`config.mk`:
```
export PLATFORM = sky130hd
export DESIGN_NAME = sbtc_timer
export DESIGN_NICKNAME = d
export VERILOG_FILES = /design/src/verilog/sbtc_pkg.sv /design/src/verilog/sbtc_pin_sync.sv /design/src/verilog/sbtc_timer.sv
export SDC_FILE = /design/constraint.sdc
export NUM_CORES = 1
export LEC_CHECK = 0
export ABC_AREA = 1
export BUFFER_PORTS_ARGS = -buffer_cell sky130_fd_sc_hd__buf_2
export CORE_AREA = 2 2 102 65
export DETAILED_ROUTE_END_ITERATION = 7
export DIE_AREA = 0 0 104 67
export PLACE_DENSITY = 0.82
export SLEW_MARGIN = 40
export SYNTH_ARGS = -nofsm -noshare
export SYNTH_HDL_FRONTEND = slang
export SYNTH_HIERARCHICAL = 1
export SYNTH_SLANG_ARGS = --single-unit
```
`constraint.sdc`:
```
create_clock -name clk_i -period 2.06 [get_ports clk_i]
set_input_delay 0.309 -clock clk_i [delete_from_list [all_inputs] [get_ports clk_i]]
set_output_delay 0.309 -clock clk_i [all_outputs]
set_load 0.02 [all_outputs]
```
`src/verilog/sbtc_pkg.sv`:
```
// sbtc_pkg: constants shared by the sixteen-bit timer/counter block.
// assumes a 32-bit classic wishbone register bus, one register per aligned word.
package sbtc_pkg;

  // register byte addresses
  localparam logic [7:0] ADDR_COUNT_LOW  = 8'h00;
  localparam logic [7:0] ADDR_COUNT_HIGH = 8'h04;
  localparam logic [7:0] ADDR_FLAG       = 8'h08;
  localparam logic [7:0] ADDR_ENABLE     = 8'h0C;
  localparam logic [7:0] ADDR_CONTROL    = 8'h10;

  // control register field positions
  localparam int CTL_RUN      = 0;
  localparam int CTL_CS       = 1;
  localparam int CTL_SYNC_DIS = 2;
  localparam int CTL_OSC_EN   = 3;
  localparam int CTL_PS_LO    = 4;
  localparam int CTL_PS_HI    = 5;
  localparam int CTL_W        = 6;

  // flag / enable register field position
  localparam int OVF_BIT = 0;

  // values after reset
  localparam logic [5:0] CTL_RESET = 6'h00;
  localparam logic       FLAG_RESET = 1'b0;
  localparam logic       ENA_RESET  = 1'b0;

  // cycle counts
  localparam int          INSTR_CYCLES = 4;  // oscillator cycles per instruction cycle
  localparam logic [1:0]  INSTR_LAST   = 2'h3;
  localparam int          COUNT_W      = 16;
  localparam logic [15:0] COUNT_MAX    = 16'hFFFF;
  localparam int          PSC_W        = 3;

  // prescale select encodings
  typedef enum logic [1:0] {
    SBTC_PS_1 = 2'h0,
    SBTC_PS_2 = 2'h1,
    SBTC_PS_4 = 2'h2,
    SBTC_PS_8 = 2'h3
  } sbtc_ps_t;

endpackage : sbtc_pkg

```
`src/verilog/sbtc_pin_sync.sv`:
```
// sbtc_pin_sync: two-flop synchroniser for one pin, with rising-edge pulse.
// assumes the pin is asynchronous to clk_i; the first flop feeds only the second.
`timescale 1ns/1ps
module sbtc_pin_sync (
  // clock and reset
  input  wire logic clk_i,
  input  wire logic rst_i,
  // pin side
  input  wire logic pin_i,
  // synchronised side
  output logic      level_o,
  output logic      rise_o
);

  logic meta_ff;
  logic sync_ff;
  logic last_ff;

  // two-stage synchroniser, then one extra stage for edge finding
  always_ff @(posedge clk_i) begin
    if (rst_i) begin
      meta_ff <= 1'b0;
      sync_ff <= 1'b0;
      last_ff <= 1'b0;
    end else begin
      meta_ff <= pin_i;
      sync_ff <= meta_ff;
      last_ff <= sync_ff;
    end
  end

  // edge detector reads only the second and third stages
  assign level_o = sync_ff;
  assign rise_o  = sync_ff & ~last_ff;

endmodule : sbtc_pin_sync

```
`src/verilog/sbtc_timer.sv`:
```
// sbtc_timer: sixteen-bit timer/counter with prescaler, overflow interrupt and
// wishbone register access.
// assumes clk_i is the oscillator clock, ccp_reset_i is a one-cycle pulse on
// clk_i, and the oscillator pins are resolved by the surrounding pad logic.
`timescale 1ns/1ps

// Overview of operation
// - count kept as high and low bytes, both readable and writable by software.
// - count runs upward from zero to all ones, then wraps to zero.
// - wrap sets latched overflow flag bit 0; interrupt only while enable bit 0 set.
// - control bit 1 picks timer operation when clear, counter operation when set.
// - timer operation advances once per instruction cycle, a quarter of oscillator rate.
// - counter operation advances on each rising edge of the external clock.
// - control bit 0 lets the count advance when set, freezes it when clear.
// - capture/compare unit has a reset input that clears the count.
// - with oscillator enabled both oscillator pins are inputs, ignoring direction bits.
// - control bit 3 turns the oscillator on; clear turns its amplifier off.
// - control bit 2 selects whether the external clock is phase synchronised.
// - control register at 0x10, bits 7:6 unimplemented, 5:0 read/write, reset zero.
// - with the internal clock selected, the synchronisation bit has no effect.
// - any software write to a count byte also clears the prescaler.
// - software count write beats a simultaneous capture/compare reset pulse.
// - resets leave count bytes unchanged; only capture/compare reset clears them.
module sbtc_timer #(
  parameter int ADDR_W = 8
) (
  // clock and reset
  input  wire logic              clk_i,
  input  wire logic              rst_i,
  // wishbone slave
  input  wire logic              wb_cyc_i,
  input  wire logic              wb_stb_i,
  input  wire logic              wb_we_i,
  input  wire logic [ADDR_W-1:0] wb_adr_i,
  input  wire logic [3:0]        wb_sel_i,
  input  wire logic [31:0]       wb_dat_i,
  output logic      [31:0]       wb_dat_o,
  output logic                   wb_ack_o,
  // capture/compare unit
  input  wire logic              ccp_reset_i,
  output logic      [15:0]       count_o,
  // port bits shared with the oscillator pins: [1] osc_in_pin, [0] osc_out_pin
  input  wire logic [1:0]        port_direction_bits_i,
  input  wire logic [1:0]        port_out_i,
  // oscillator input pin (counter source while the oscillator is on)
  input  wire logic              osc_in_pin_i,
  output logic                   osc_in_pin_o,
  output logic                   osc_in_pin_oe_o,
  // oscillator output pin, doubling as the external clock pin
  input  wire logic              osc_out_pin_i,
  output logic                   osc_out_pin_o,
  output logic                   osc_out_pin_oe_o,
  // oscillator amplifier and interrupt
  output logic                   osc_amp_en_o,
  output logic                   irq_o
);

  // refuse address widths too narrow for the register map
  if (ADDR_W < 5) begin : g_bad_addr_w
    $error("sbtc_timer: ADDR_W must be at least 5");
  end

  // control fields
  logic [sbtc_pkg::CTL_W-1:0]   ctl_ff;
  logic                         counter_run;
  logic                         clock_source_select;
  logic                         ext_sync_disable;
  logic                         low_power_osc_enable;
  logic [1:0]                   prescale_select;

  // count, prescaler and timing state
  logic [sbtc_pkg::COUNT_W-1:0] count_ff;
  logic [sbtc_pkg::PSC_W-1:0]   psc_ff;
  logic [sbtc_pkg::PSC_W-1:0]   psc_mask;
  logic [1:0]                   phase_ff;
  logic                         pend_ff;
  logic                         overflow_flag_ff;
  logic                         overflow_irq_enable_ff;

  // bus state
  logic                         ack_ff;
  logic [31:0]                  dat_ff;
  logic [7:0]                   adr;
  logic                         req;
  logic                         wr_go;
  logic                         wr_low;
  logic                         wr_high;
  logic                         wr_count;
  logic                         wr_flag;
  logic                         wr_ena;
  logic                         wr_ctl;
  logic [31:0]                  nxt_dat;

  // event terms
  logic                         osc_in_rise;
  logic                         ext_pin_rise;
  logic                         ext_rise;
  logic                         instr_tick;
  logic                         phase_q;
  logic                         src_ev;
  logic                         pre_tick;
  logic                         sync_path;
  logic                         inc;
  logic                         ovf_ev;
  logic                         nxt_flag;

  assign counter_run          = ctl_ff[sbtc_pkg::CTL_RUN];
  assign clock_source_select  = ctl_ff[sbtc_pkg::CTL_CS];
  assign ext_sync_disable     = ctl_ff[sbtc_pkg::CTL_SYNC_DIS];
  assign low_power_osc_enable = ctl_ff[sbtc_pkg::CTL_OSC_EN];
  assign prescale_select      = ctl_ff[sbtc_pkg::CTL_PS_HI:sbtc_pkg::CTL_PS_LO];

  // pin synchronisers; both run always so a source switch sees settled levels
  sbtc_pin_sync u_sync_osc_in (
    .clk_i   (clk_i),
    .rst_i   (rst_i),
    .pin_i   (osc_in_pin_i),
    .level_o (),
    .rise_o  (osc_in_rise)
  );

  sbtc_pin_sync u_sync_ext_clk (
    .clk_i   (clk_i),
    .rst_i   (rst_i),
    .pin_i   (osc_out_pin_i),
    .level_o (),
    .rise_o  (ext_pin_rise)
  );

  assign osc_in_pin_oe_o  = ~low_power_osc_enable & ~port_direction_bits_i[1];
  assign osc_out_pin_oe_o = ~low_power_osc_enable & ~port_direction_bits_i[0];
  assign osc_in_pin_o     = port_out_i[1];
  assign osc_out_pin_o    = port_out_i[0];

  // oscillator amplifier enable; off means no bias current drawn
  assign osc_amp_en_o = low_power_osc_enable;

  // bus decode; the low address byte selects the register, upper bits must be zero
  assign adr      = 8'(wb_adr_i);
  assign req      = wb_cyc_i & wb_stb_i;
  assign wr_go    = req & ack_ff & wb_we_i & wb_sel_i[0] & (wb_adr_i >> 8 == '0);
  assign wr_low   = wr_go & (adr == sbtc_pkg::ADDR_COUNT_LOW);
  assign wr_high  = wr_go & (adr == sbtc_pkg::ADDR_COUNT_HIGH);
  assign wr_flag  = wr_go & (adr == sbtc_pkg::ADDR_FLAG);
  assign wr_ena   = wr_go & (adr == sbtc_pkg::ADDR_ENABLE);
  assign wr_ctl   = wr_go & (adr == sbtc_pkg::ADDR_CONTROL);
  assign wr_count = wr_low | wr_high;

  // ack one cycle after the request, dropped the cycle after
  always_ff @(posedge clk_i) begin
    if (rst_i) begin
      ack_ff <= 1'b0;
    end else begin
      ack_ff <= req & ~ack_ff;
    end
  end

  // read mux; unmapped addresses read as zero and are still acknowledged
  always_comb begin
    nxt_dat = 32'h0000_0000;
    if (wb_adr_i >> 8 == '0) begin
      case (adr)
        sbtc_pkg::ADDR_COUNT_LOW: begin
          nxt_dat[7:0] = count_ff[7:0];
        end
        sbtc_pkg::ADDR_COUNT_HIGH: begin
          nxt_dat[7:0] = count_ff[15:8];
        end
        sbtc_pkg::ADDR_FLAG: begin
          nxt_dat[sbtc_pkg::OVF_BIT] = overflow_flag_ff;
        end
        sbtc_pkg::ADDR_ENABLE: begin
          nxt_dat[sbtc_pkg::OVF_BIT] = overflow_irq_enable_ff;
        end
        sbtc_pkg::ADDR_CONTROL: begin
          nxt_dat[sbtc_pkg::CTL_W-1:0] = ctl_ff;
        end
        default: begin
          nxt_dat = 32'h0000_0000;
        end
      endcase
    end
  end

  // read data captured on the edge that raises ack
  always_ff @(posedge clk_i) begin
    if (rst_i) begin
      dat_ff <= 32'h0000_0000;
    end else if (req & ~ack_ff & ~wb_we_i) begin
      dat_ff <= nxt_dat;
    end
  end

  assign wb_dat_o = dat_ff;
  assign wb_ack_o = ack_ff;

  // control register, six writable bits, cleared by reset
  always_ff @(posedge clk_i) begin
    if (rst_i) begin
      ctl_ff <= sbtc_pkg::CTL_RESET;
    end else if (wr_ctl) begin
      ctl_ff <= wb_dat_i[sbtc_pkg::CTL_W-1:0];
    end
  end

  // interrupt enable register
  always_ff @(posedge clk_i) begin
    if (rst_i) begin
      overflow_irq_enable_ff <= sbtc_pkg::ENA_RESET;
    end else if (wr_ena) begin
      overflow_irq_enable_ff <= wb_dat_i[sbtc_pkg::OVF_BIT];
    end
  end

  // instruction phase counter, free running on the oscillator clock
  always_ff @(posedge clk_i) begin
    if (rst_i) begin
      phase_ff <= 2'h0;
    end else begin
      phase_ff <= phase_ff + 2'h1;
    end
  end

  assign instr_tick = (phase_ff == sbtc_pkg::INSTR_LAST);
  // sampling points standing in for the second and fourth internal phases
  assign phase_q    = phase_ff[0];

  // external source: oscillator input while it runs, else the clock pin
  assign ext_rise = low_power_osc_enable ? osc_in_rise : ext_pin_rise;

  // source select; run gate stops events before the prescaler
  assign src_ev = counter_run & (clock_source_select ? ext_rise : instr_tick);

  // prescale ratio as a mask on the prescaler count
  always_comb begin
    case (sbtc_pkg::sbtc_ps_t'(prescale_select))
      sbtc_pkg::SBTC_PS_1: psc_mask = 3'h0;
      sbtc_pkg::SBTC_PS_2: psc_mask = 3'h1;
      sbtc_pkg::SBTC_PS_4: psc_mask = 3'h3;
      sbtc_pkg::SBTC_PS_8: psc_mask = 3'h7;
      default:             psc_mask = 3'h0;
    endcase
  end

  // prescaler; output pulse when all masked bits are ones
  assign pre_tick = src_ev & ((psc_ff & psc_mask) == psc_mask);

  always_ff @(posedge clk_i) begin
    if (rst_i | wr_count) begin
      psc_ff <= 3'h0;
    end else if (src_ev) begin
      psc_ff <= psc_ff + 3'h1;
    end
  end

  // synchronised counter mode waits for the next phase sample point
  // internal clock always takes the direct path
  assign sync_path = clock_source_select & ~ext_sync_disable;

  always_ff @(posedge clk_i) begin
    if (rst_i | wr_count | ~sync_path) begin
      pend_ff <= 1'b0;
    end else if (pre_tick & ~phase_q) begin
      pend_ff <= 1'b1;
    end else if (phase_q) begin
      pend_ff <= 1'b0;
    end
  end

  assign inc = sync_path ? ((pre_tick | pend_ff) & phase_q) : pre_tick;

  // wrap from all ones to zero is the overflow event
  assign ovf_ev = inc & ~wr_count & ~ccp_reset_i & (count_ff == sbtc_pkg::COUNT_MAX);

  // count bytes: write first, then trigger clear, then increment
  // deliberately not touched by rst_i so the count survives resets
  always_ff @(posedge clk_i) begin
    if (wr_count) begin
      if (wr_low) begin
        count_ff[7:0] <= wb_dat_i[7:0];
      end
      if (wr_high) begin
        count_ff[15:8] <= wb_dat_i[7:0];
      end
    end else if (ccp_reset_i) begin
      count_ff <= 16'h0000;
    end else if (inc) begin
      count_ff <= count_ff + 16'h0001;
    end
  end

  assign count_o = count_ff;

  // sticky overflow flag, write one to clear; a new overflow beats the clear
  assign nxt_flag = (overflow_flag_ff & ~(wr_flag & wb_dat_i[sbtc_pkg::OVF_BIT])) | ovf_ev;

  always_ff @(posedge clk_i) begin
    if (rst_i) begin
      overflow_flag_ff <= sbtc_pkg::FLAG_RESET;
    end else begin
      overflow_flag_ff <= nxt_flag;
    end
  end

  // level interrupt gated by the enable bit
  assign irq_o = overflow_flag_ff & overflow_irq_enable_ff;

endmodule : sbtc_timer

```
==> impl_metrics.ini, run 1 <==
[outcome]
outcome = finished clean

[synth]
yosys.area_share.adder = 0.0142
synth_edf_count = 16
ys_warn_count = 6
synthSimpleGateAreaFrac = 0.302
yosysUniqueCellTypes = 38
synth_cells = 340
synthXorXnorAreaFrac = 0.0199
synth_top_cell_area_share = 0.220
synth_top_family_by_area = simple AND/OR/NAND/NOR gates
synth_seq_cells = 45
async_flop_share = 0
netlist_area_um2 = 2640
ys_top_cells_by_area = dfxtp_1 22%, edfxtp_1 18%, nand2_1 8.5%
ys.flop_type = dfxtp_1
synth_compound_area_frac = 0.113
synthTopCellsByCount = 60 x nand2_1, 41 x inv_1, 39 x nor2_1
avgSynthCellArea_um2 = 7.77
seq_area_frac_synth = 0.402
post-synth-top-count-cell = nand2_1
muxShareOfSynthArea = 0
netlist.top_cell.by_area = dfxtp_1

[drt]
viasPerCell = 4.89
vias = 2373
ant_nets = 0
drtIter0Drc = 218
wl_per_cell_um = 13.1
dr.pass1.iters = 5
drc_errors = 0
wl_um = 6350

[setup_path]
r2r_slack_ns = 0.18
r2r_cells = 10
r2r-start = phase_ff[0]
path_class = reg2reg
max_stage_delay_ns = 0.37
startpoint_type = register
crit-reg2reg-capture = count_o[0]
critPathMaxFanout = 8
crit_chain = ha_1 -> nor2_1 -> nor2_1 -> nand2_1 -> nor2_1 -> nor2_1 -> nor2_2 -> nor2_1 -> a21oi_1 -> buf_4
cp_common_cell = nor2_1
crit_slowest_cell = dfxtp_1
required_ns = 2.08
end_kind = register
arrival_ns = 1.90

[min_path]
hp-class = in2reg
min_to = u_sync_osc_in/meta_ff
whs_path_depth = 3
hp-start = osc_in_pin_i

[final_layout]
fin_nets = 459
diodes = 0
area_growth_pct = 14.9
drive_above_1_share = 0.252

[power]
combPwrFrac = 0.134
p_switching_uw = 538
p_int_uw = 1340
vdd_drop_max_uv = 314
leakage_uw = 0.00146
power_density_nw_per_um2 = 620
switching_share = 0.286
clockPowerShare = 0.340
pwr-share-seq = 0.525

[floorplan]
rows = 22
coreArea_um2 = 5950
num_io_pins = 111
start_util = 0.444
die-area_um2 = 6970
die_w_um = 104
chipHeight_um = 67

[global_route]
grt_max_degree = 19
grt_pass1_wl_um = 9930
grt_pass1_vias = 2051
antenna_found_initial = 0
overflow = 0
grt.total_usage = 0.182

[cts]
cts-root-buf = clkbuf_8
clock_sinks = 45
numCtsBuffers = 5
insertion_delay_ns = 0.31
clockBufferDepth = 2
path_clk_slew_ns = 0.09
cts_tree = yes
cts_max_level = 2

[flow_run]
maxCapViolCount = 0

[sta]
slew_violations = 0
setup_viol = 0
rsz0062_at_grt = false
clock_skew_ns = 0.0162
hold_viol = 0
period_needed_ns = 1.88
fin_crit_sh = 0.914
worst_slack_ns = 0.178
setup_tns_ns = 0
timing.fmax_ghz = 0.531

[placed_design]
place_ws_ns = 0.152
port_buffers = 55
dp_hpwl_um = 5040
gp_congestion = 0.957
[flip-flops by register name (all words and copies together), names as in the netlist, 2 cells and up]
register  count
psc_ff        3
count_o      16
ctl_ff        6
phase_ff      2
wb_dat_o      8
[power by group through the flow]
stage	Clock [µW]	Sequential (µW)	Combinational, µW
floorplan	0	1030	179
global placement	0	1010	245
detailed placement	0	1010	251
CTS	638	988	251
global route	680	993	276
finish	640	989	252
[worst max-delay path: cells and delay by family (launching register included)]
family	cells	cell delay, ns
buf+inv	1	0.19
compound gates	1	0.11
simple gates	7	0.77
fa+ha+maj	1	0.15
flops	1	0.37
[cell families after synthesis]
group / count (synthesis)
compound gates: 47
xor+xnor: 6
fa+ha+maj: 3
buf+inv: 76
flops: 45
other cells: 1
simple gates: 162
[cell usage in the layout (no fill, tap or decap), types with 3 or more instances in the layout]
cell,count
a21oi_1,12
buf_2,55
buf_4,3
clkbuf_8,5
conb_1,24
dfxtp_1,29
edfxtp_1,16
ha_1,3
inv_1,41
inv_2,6
nand2_1,60
nand2_2,5
nand3_1,32
nand4_1,4
nor2_1,38
nor2_2,5
nor2_4,4
nor3_1,6
o211ai_1,3
o21ai_0,14
o21ai_1,3
o21ai_2,4
o22ai_1,4
xor2_1,5
[per-layer routing]
metal	wire length, µm	track usage	up-vias
li1	-	-	1183
met1	2860	0.252	1075
met2	2810	0.290	110
met3	649	0.0479	5
met4	29	0.0355	0
met5	0	0	-
[stage by stage]
stage	power [µW]	hold WS (ns)	cells	utilization	area [µm²]
2_1_floorplan	1210	0.380	363	-	2730
3_3_place_gp	1250	0.390	477	0.492	2920
3_5_place_dp	1260	0.401	477	0.492	2920
4_1_cts	1880	0.200	485	0.510	3030
5_1_grt	1950	0.213	485	0.510	3030
6_report	1880	0.199	485	0.510	3030
[final cells by class]
type | count | area, µm²
flip-flops and latches | 45 | 1060
fillers | 588 | 2910
clock inverters | 2 | 13.8
repair buffers | 58 | 298
well taps | 84 | 105
clock buffers | 6 | 93.8
multi-input cells | 242 | 1280
inverters | 48 | 183
[worst max path at each step]
| stage | startpoint | end | slack (ns) | cells after the start |
|---|---|---|---|---|
| global placement | phase_ff[0] | count_o[0] | 0.20 | 10 |
| detailed placement | phase_ff[0] | count_o[0] | 0.15 | 10 |
| floorplan | wb_ack_o | count_o[0] | 0.12 | 6 |
| global route | phase_ff[0] | count_o[14] | 0.008 | 10 |
| finish | phase_ff[0] | count_o[0] | 0.18 | 10 |
| CTS | phase_ff[0] | count_o[0] | 0.11 | 10 |
[timing repair]
item,in CTS,in global routing
setup buffers,0,0
gates resized for setup,0,1
setup endpoints to repair,0,16
hold buffers,0,0
Note: power is estimated with default switching activity, not from simulation.
==> run 2: changes to the inputs <==
--- a/config.mk
+++ b/config.mk
@@ -7,9 +7,9 @@
 export LEC_CHECK = 0
 export ABC_AREA = 1
 export BUFFER_PORTS_ARGS = -buffer_cell sky130_fd_sc_hd__buf_2
-export CORE_AREA = 2 2 102 65
+export CORE_AREA = 2 2 61 107
 export DETAILED_ROUTE_END_ITERATION = 7
-export DIE_AREA = 0 0 104 67
+export DIE_AREA = 0 0 63 109
 export PLACE_DENSITY = 0.82
 export SLEW_MARGIN = 40
 export SYNTH_ARGS = -nofsm -noshare
==> run 2 against run 1 <==
  * Register-to-register slack better by 0.03 ns
  * Largest power group unchanged
  * Setup slack better by 0.030 ns
  * Hold slack worse by 0.013 ns
  * Combinational power hardly changed
  * Critical path type unchanged
  * Power is 2.7% higher
  * Flip-flop and latch count stayed put
  * Highest routed layer unchanged
  * Clock power is 7.8% higher
  * Sequential power hardly changed
  * Critical endpoint is now count_o[6]
==> impl_metrics.ini, run 2 (same netlist as run 1, synthesis figures left out) <==
[floorplan]
coreArea_um2 = 6040
num_io_pins = 111
die_w_um = 63
start_util = 0.437
rows = 38
die-area_um2 = 6870
chipHeight_um = 109

[setup_path]
arrival_ns = 1.88
r2r_cells = 10
r2r_slack_ns = 0.21
required_ns = 2.09
end_kind = register
endpoint = count_o[6]
crit-reg2reg-capture = count_o[6]
critPathLaunch = phase_ff[0]
r2r-start = phase_ff[0]
startpoint_type = register
path_class = reg2reg
critPathMaxFanout = 8

[global_route]
grt_max_degree = 19
grt_pass1_vias = 2212
grt_pass1_wl_um = 10300
antenna_found_initial = 0
overflow = 0
grt.total_usage = 0.196

[cts]
cts_tree = yes
clock_sinks = 45
clockBufferDepth = 2
cts-root-buf = clkbuf_8
cts_max_level = 2
insertion_delay_ns = 0.31
numCtsBuffers = 5
path_clk_slew_ns = 0.09

[drt]
wl_per_cell_um = 13.2
drc_errors = 0
viasPerCell = 4.97
vias = 2396
wl_um = 6390
ant_nets = 0
dr.pass1.iters = 4
drtIter0Drc = 165

[final_layout]
fillers = 595
area_growth_pct = 15.3
layout_common_cells = 59 x nand2_1, 55 x buf_2, 41 x inv_1
drive_above_1_share = 0.256
largest_register_ffs = 16
final_core_util = 0.504
final_common_cell = nand2_1
fin_nets = 460
diodes = 0

[outcome]
outcome = finished clean

[placed_design]
port_buffers = 55
dp_hpwl_um = 5010
gp_congestion = 0.931

[sta]
period_needed_ns = 1.85
setup_tns_ns = 0
timing.fmax_ghz = 0.540
hold_viol = 0
setup_viol = 0
clock_skew_ns = 0.00355
slew_violations = 0
fin_crit_sh = 0.899
timing.hold.ws_ns = 0.186

[power]
vdd_drop_max_uv = 341
leakage_uw = 0.00146
power_density_nw_per_um2 = 635

[flow_run]
maxCapViolCount = 0

[min_path]
whs_path_depth = 3
hp-class = in2reg
[run 2: cell count changes in the layout (fill, tap and decap cells not counted), sizes merged]
cell,change
buf,+1
clkbuf,-1
bufinv,+1
[run 2: critical path: stages, from the launching register on]
cell and delay, ns:
dfxtp_1 0.36, ha_1 0.16, nor2_1 0.04, nor2_1 0.11
nand2_2 0.11, nor2_2 0.14, nor2_1 0.05, nor2_1 0.19
nor2_1 0.08, a21oi_1 0.12, buf_4 0.20
[run 2: stage by stage]
stage / std cells / setup slack, ns / instance area [µm²] / power (µW)
2_1_floorplan: 363 / 0.123 / 2730 / 1210
3_3_place_gp: 474 / 0.240 / 2930 / 1260
3_5_place_dp: 474 / 0.226 / 2930 / 1260
4_1_cts: 482 / 0.191 / 3040 / 1940
5_1_grt: 482 / -0.00804 / 3050 / 2010
6_report: 482 / 0.208 / 3050 / 1930
[run 2: how the worst min path moves through the flow]
| stage | endpoint | slack [ns] | start |
|---|---|---|---|
| finish | u_sync_osc_in/meta_ff | 0.19 | osc_in_pin_i |
| global route | u_sync_ext_clk/meta_ff | 0.18 | osc_out_pin_i |
| CTS | u_sync_osc_in/meta_ff | 0.18 | osc_in_pin_i |
| detailed placement | u_sync_ext_clk/level_o | 0.40 | u_sync_ext_clk/meta_ff |
| global placement | u_sync_ext_clk/level_o | 0.39 | u_sync_ext_clk/meta_ff |
| floorplan | u_sync_ext_clk/meta_ff | 0.38 | rst_i |
[run 2: timing repair]
| action | in CTS | in global routing |
|---|---|---|
| setup buffers | 0 | 0 |
| hold buffers | 0 | 0 |
| resized for setup | 0 | 2 |
| endpoints found under the setup margin | 0 | 16 |
[run 2: metal layers]
layer | track usage | vias to the layer above | share of wire
met5 | 0 | - | 0
met3 | 0.0402 | 34 | 0.065
met1 | 0.199 | 1063 | 0.35
li1 | - | 1177 | -
met2 | 0.342 | 122 | 0.51
met4 | 0.163 | 0 | 0.072
[run 2: cell type report]
class                      instances  area [µm²]  share of cell area
clock buffer                       5        68.8              0.0226
clock inverter                     3        45.0              0.0148
inverter                          48         183              0.0600
multi-input combinational        242        1280               0.421
sequential                        45        1060               0.348
tap                               80         100              0.0329
timing repair buffer              59         305               0.100
[run 2: power breakdown]
part / switching (µW) / internal [µW] / total, µW
logic: 177 / 74.0 / 251
clock network: 326 / 364 / 690
registers: 36.9 / 955 / 992
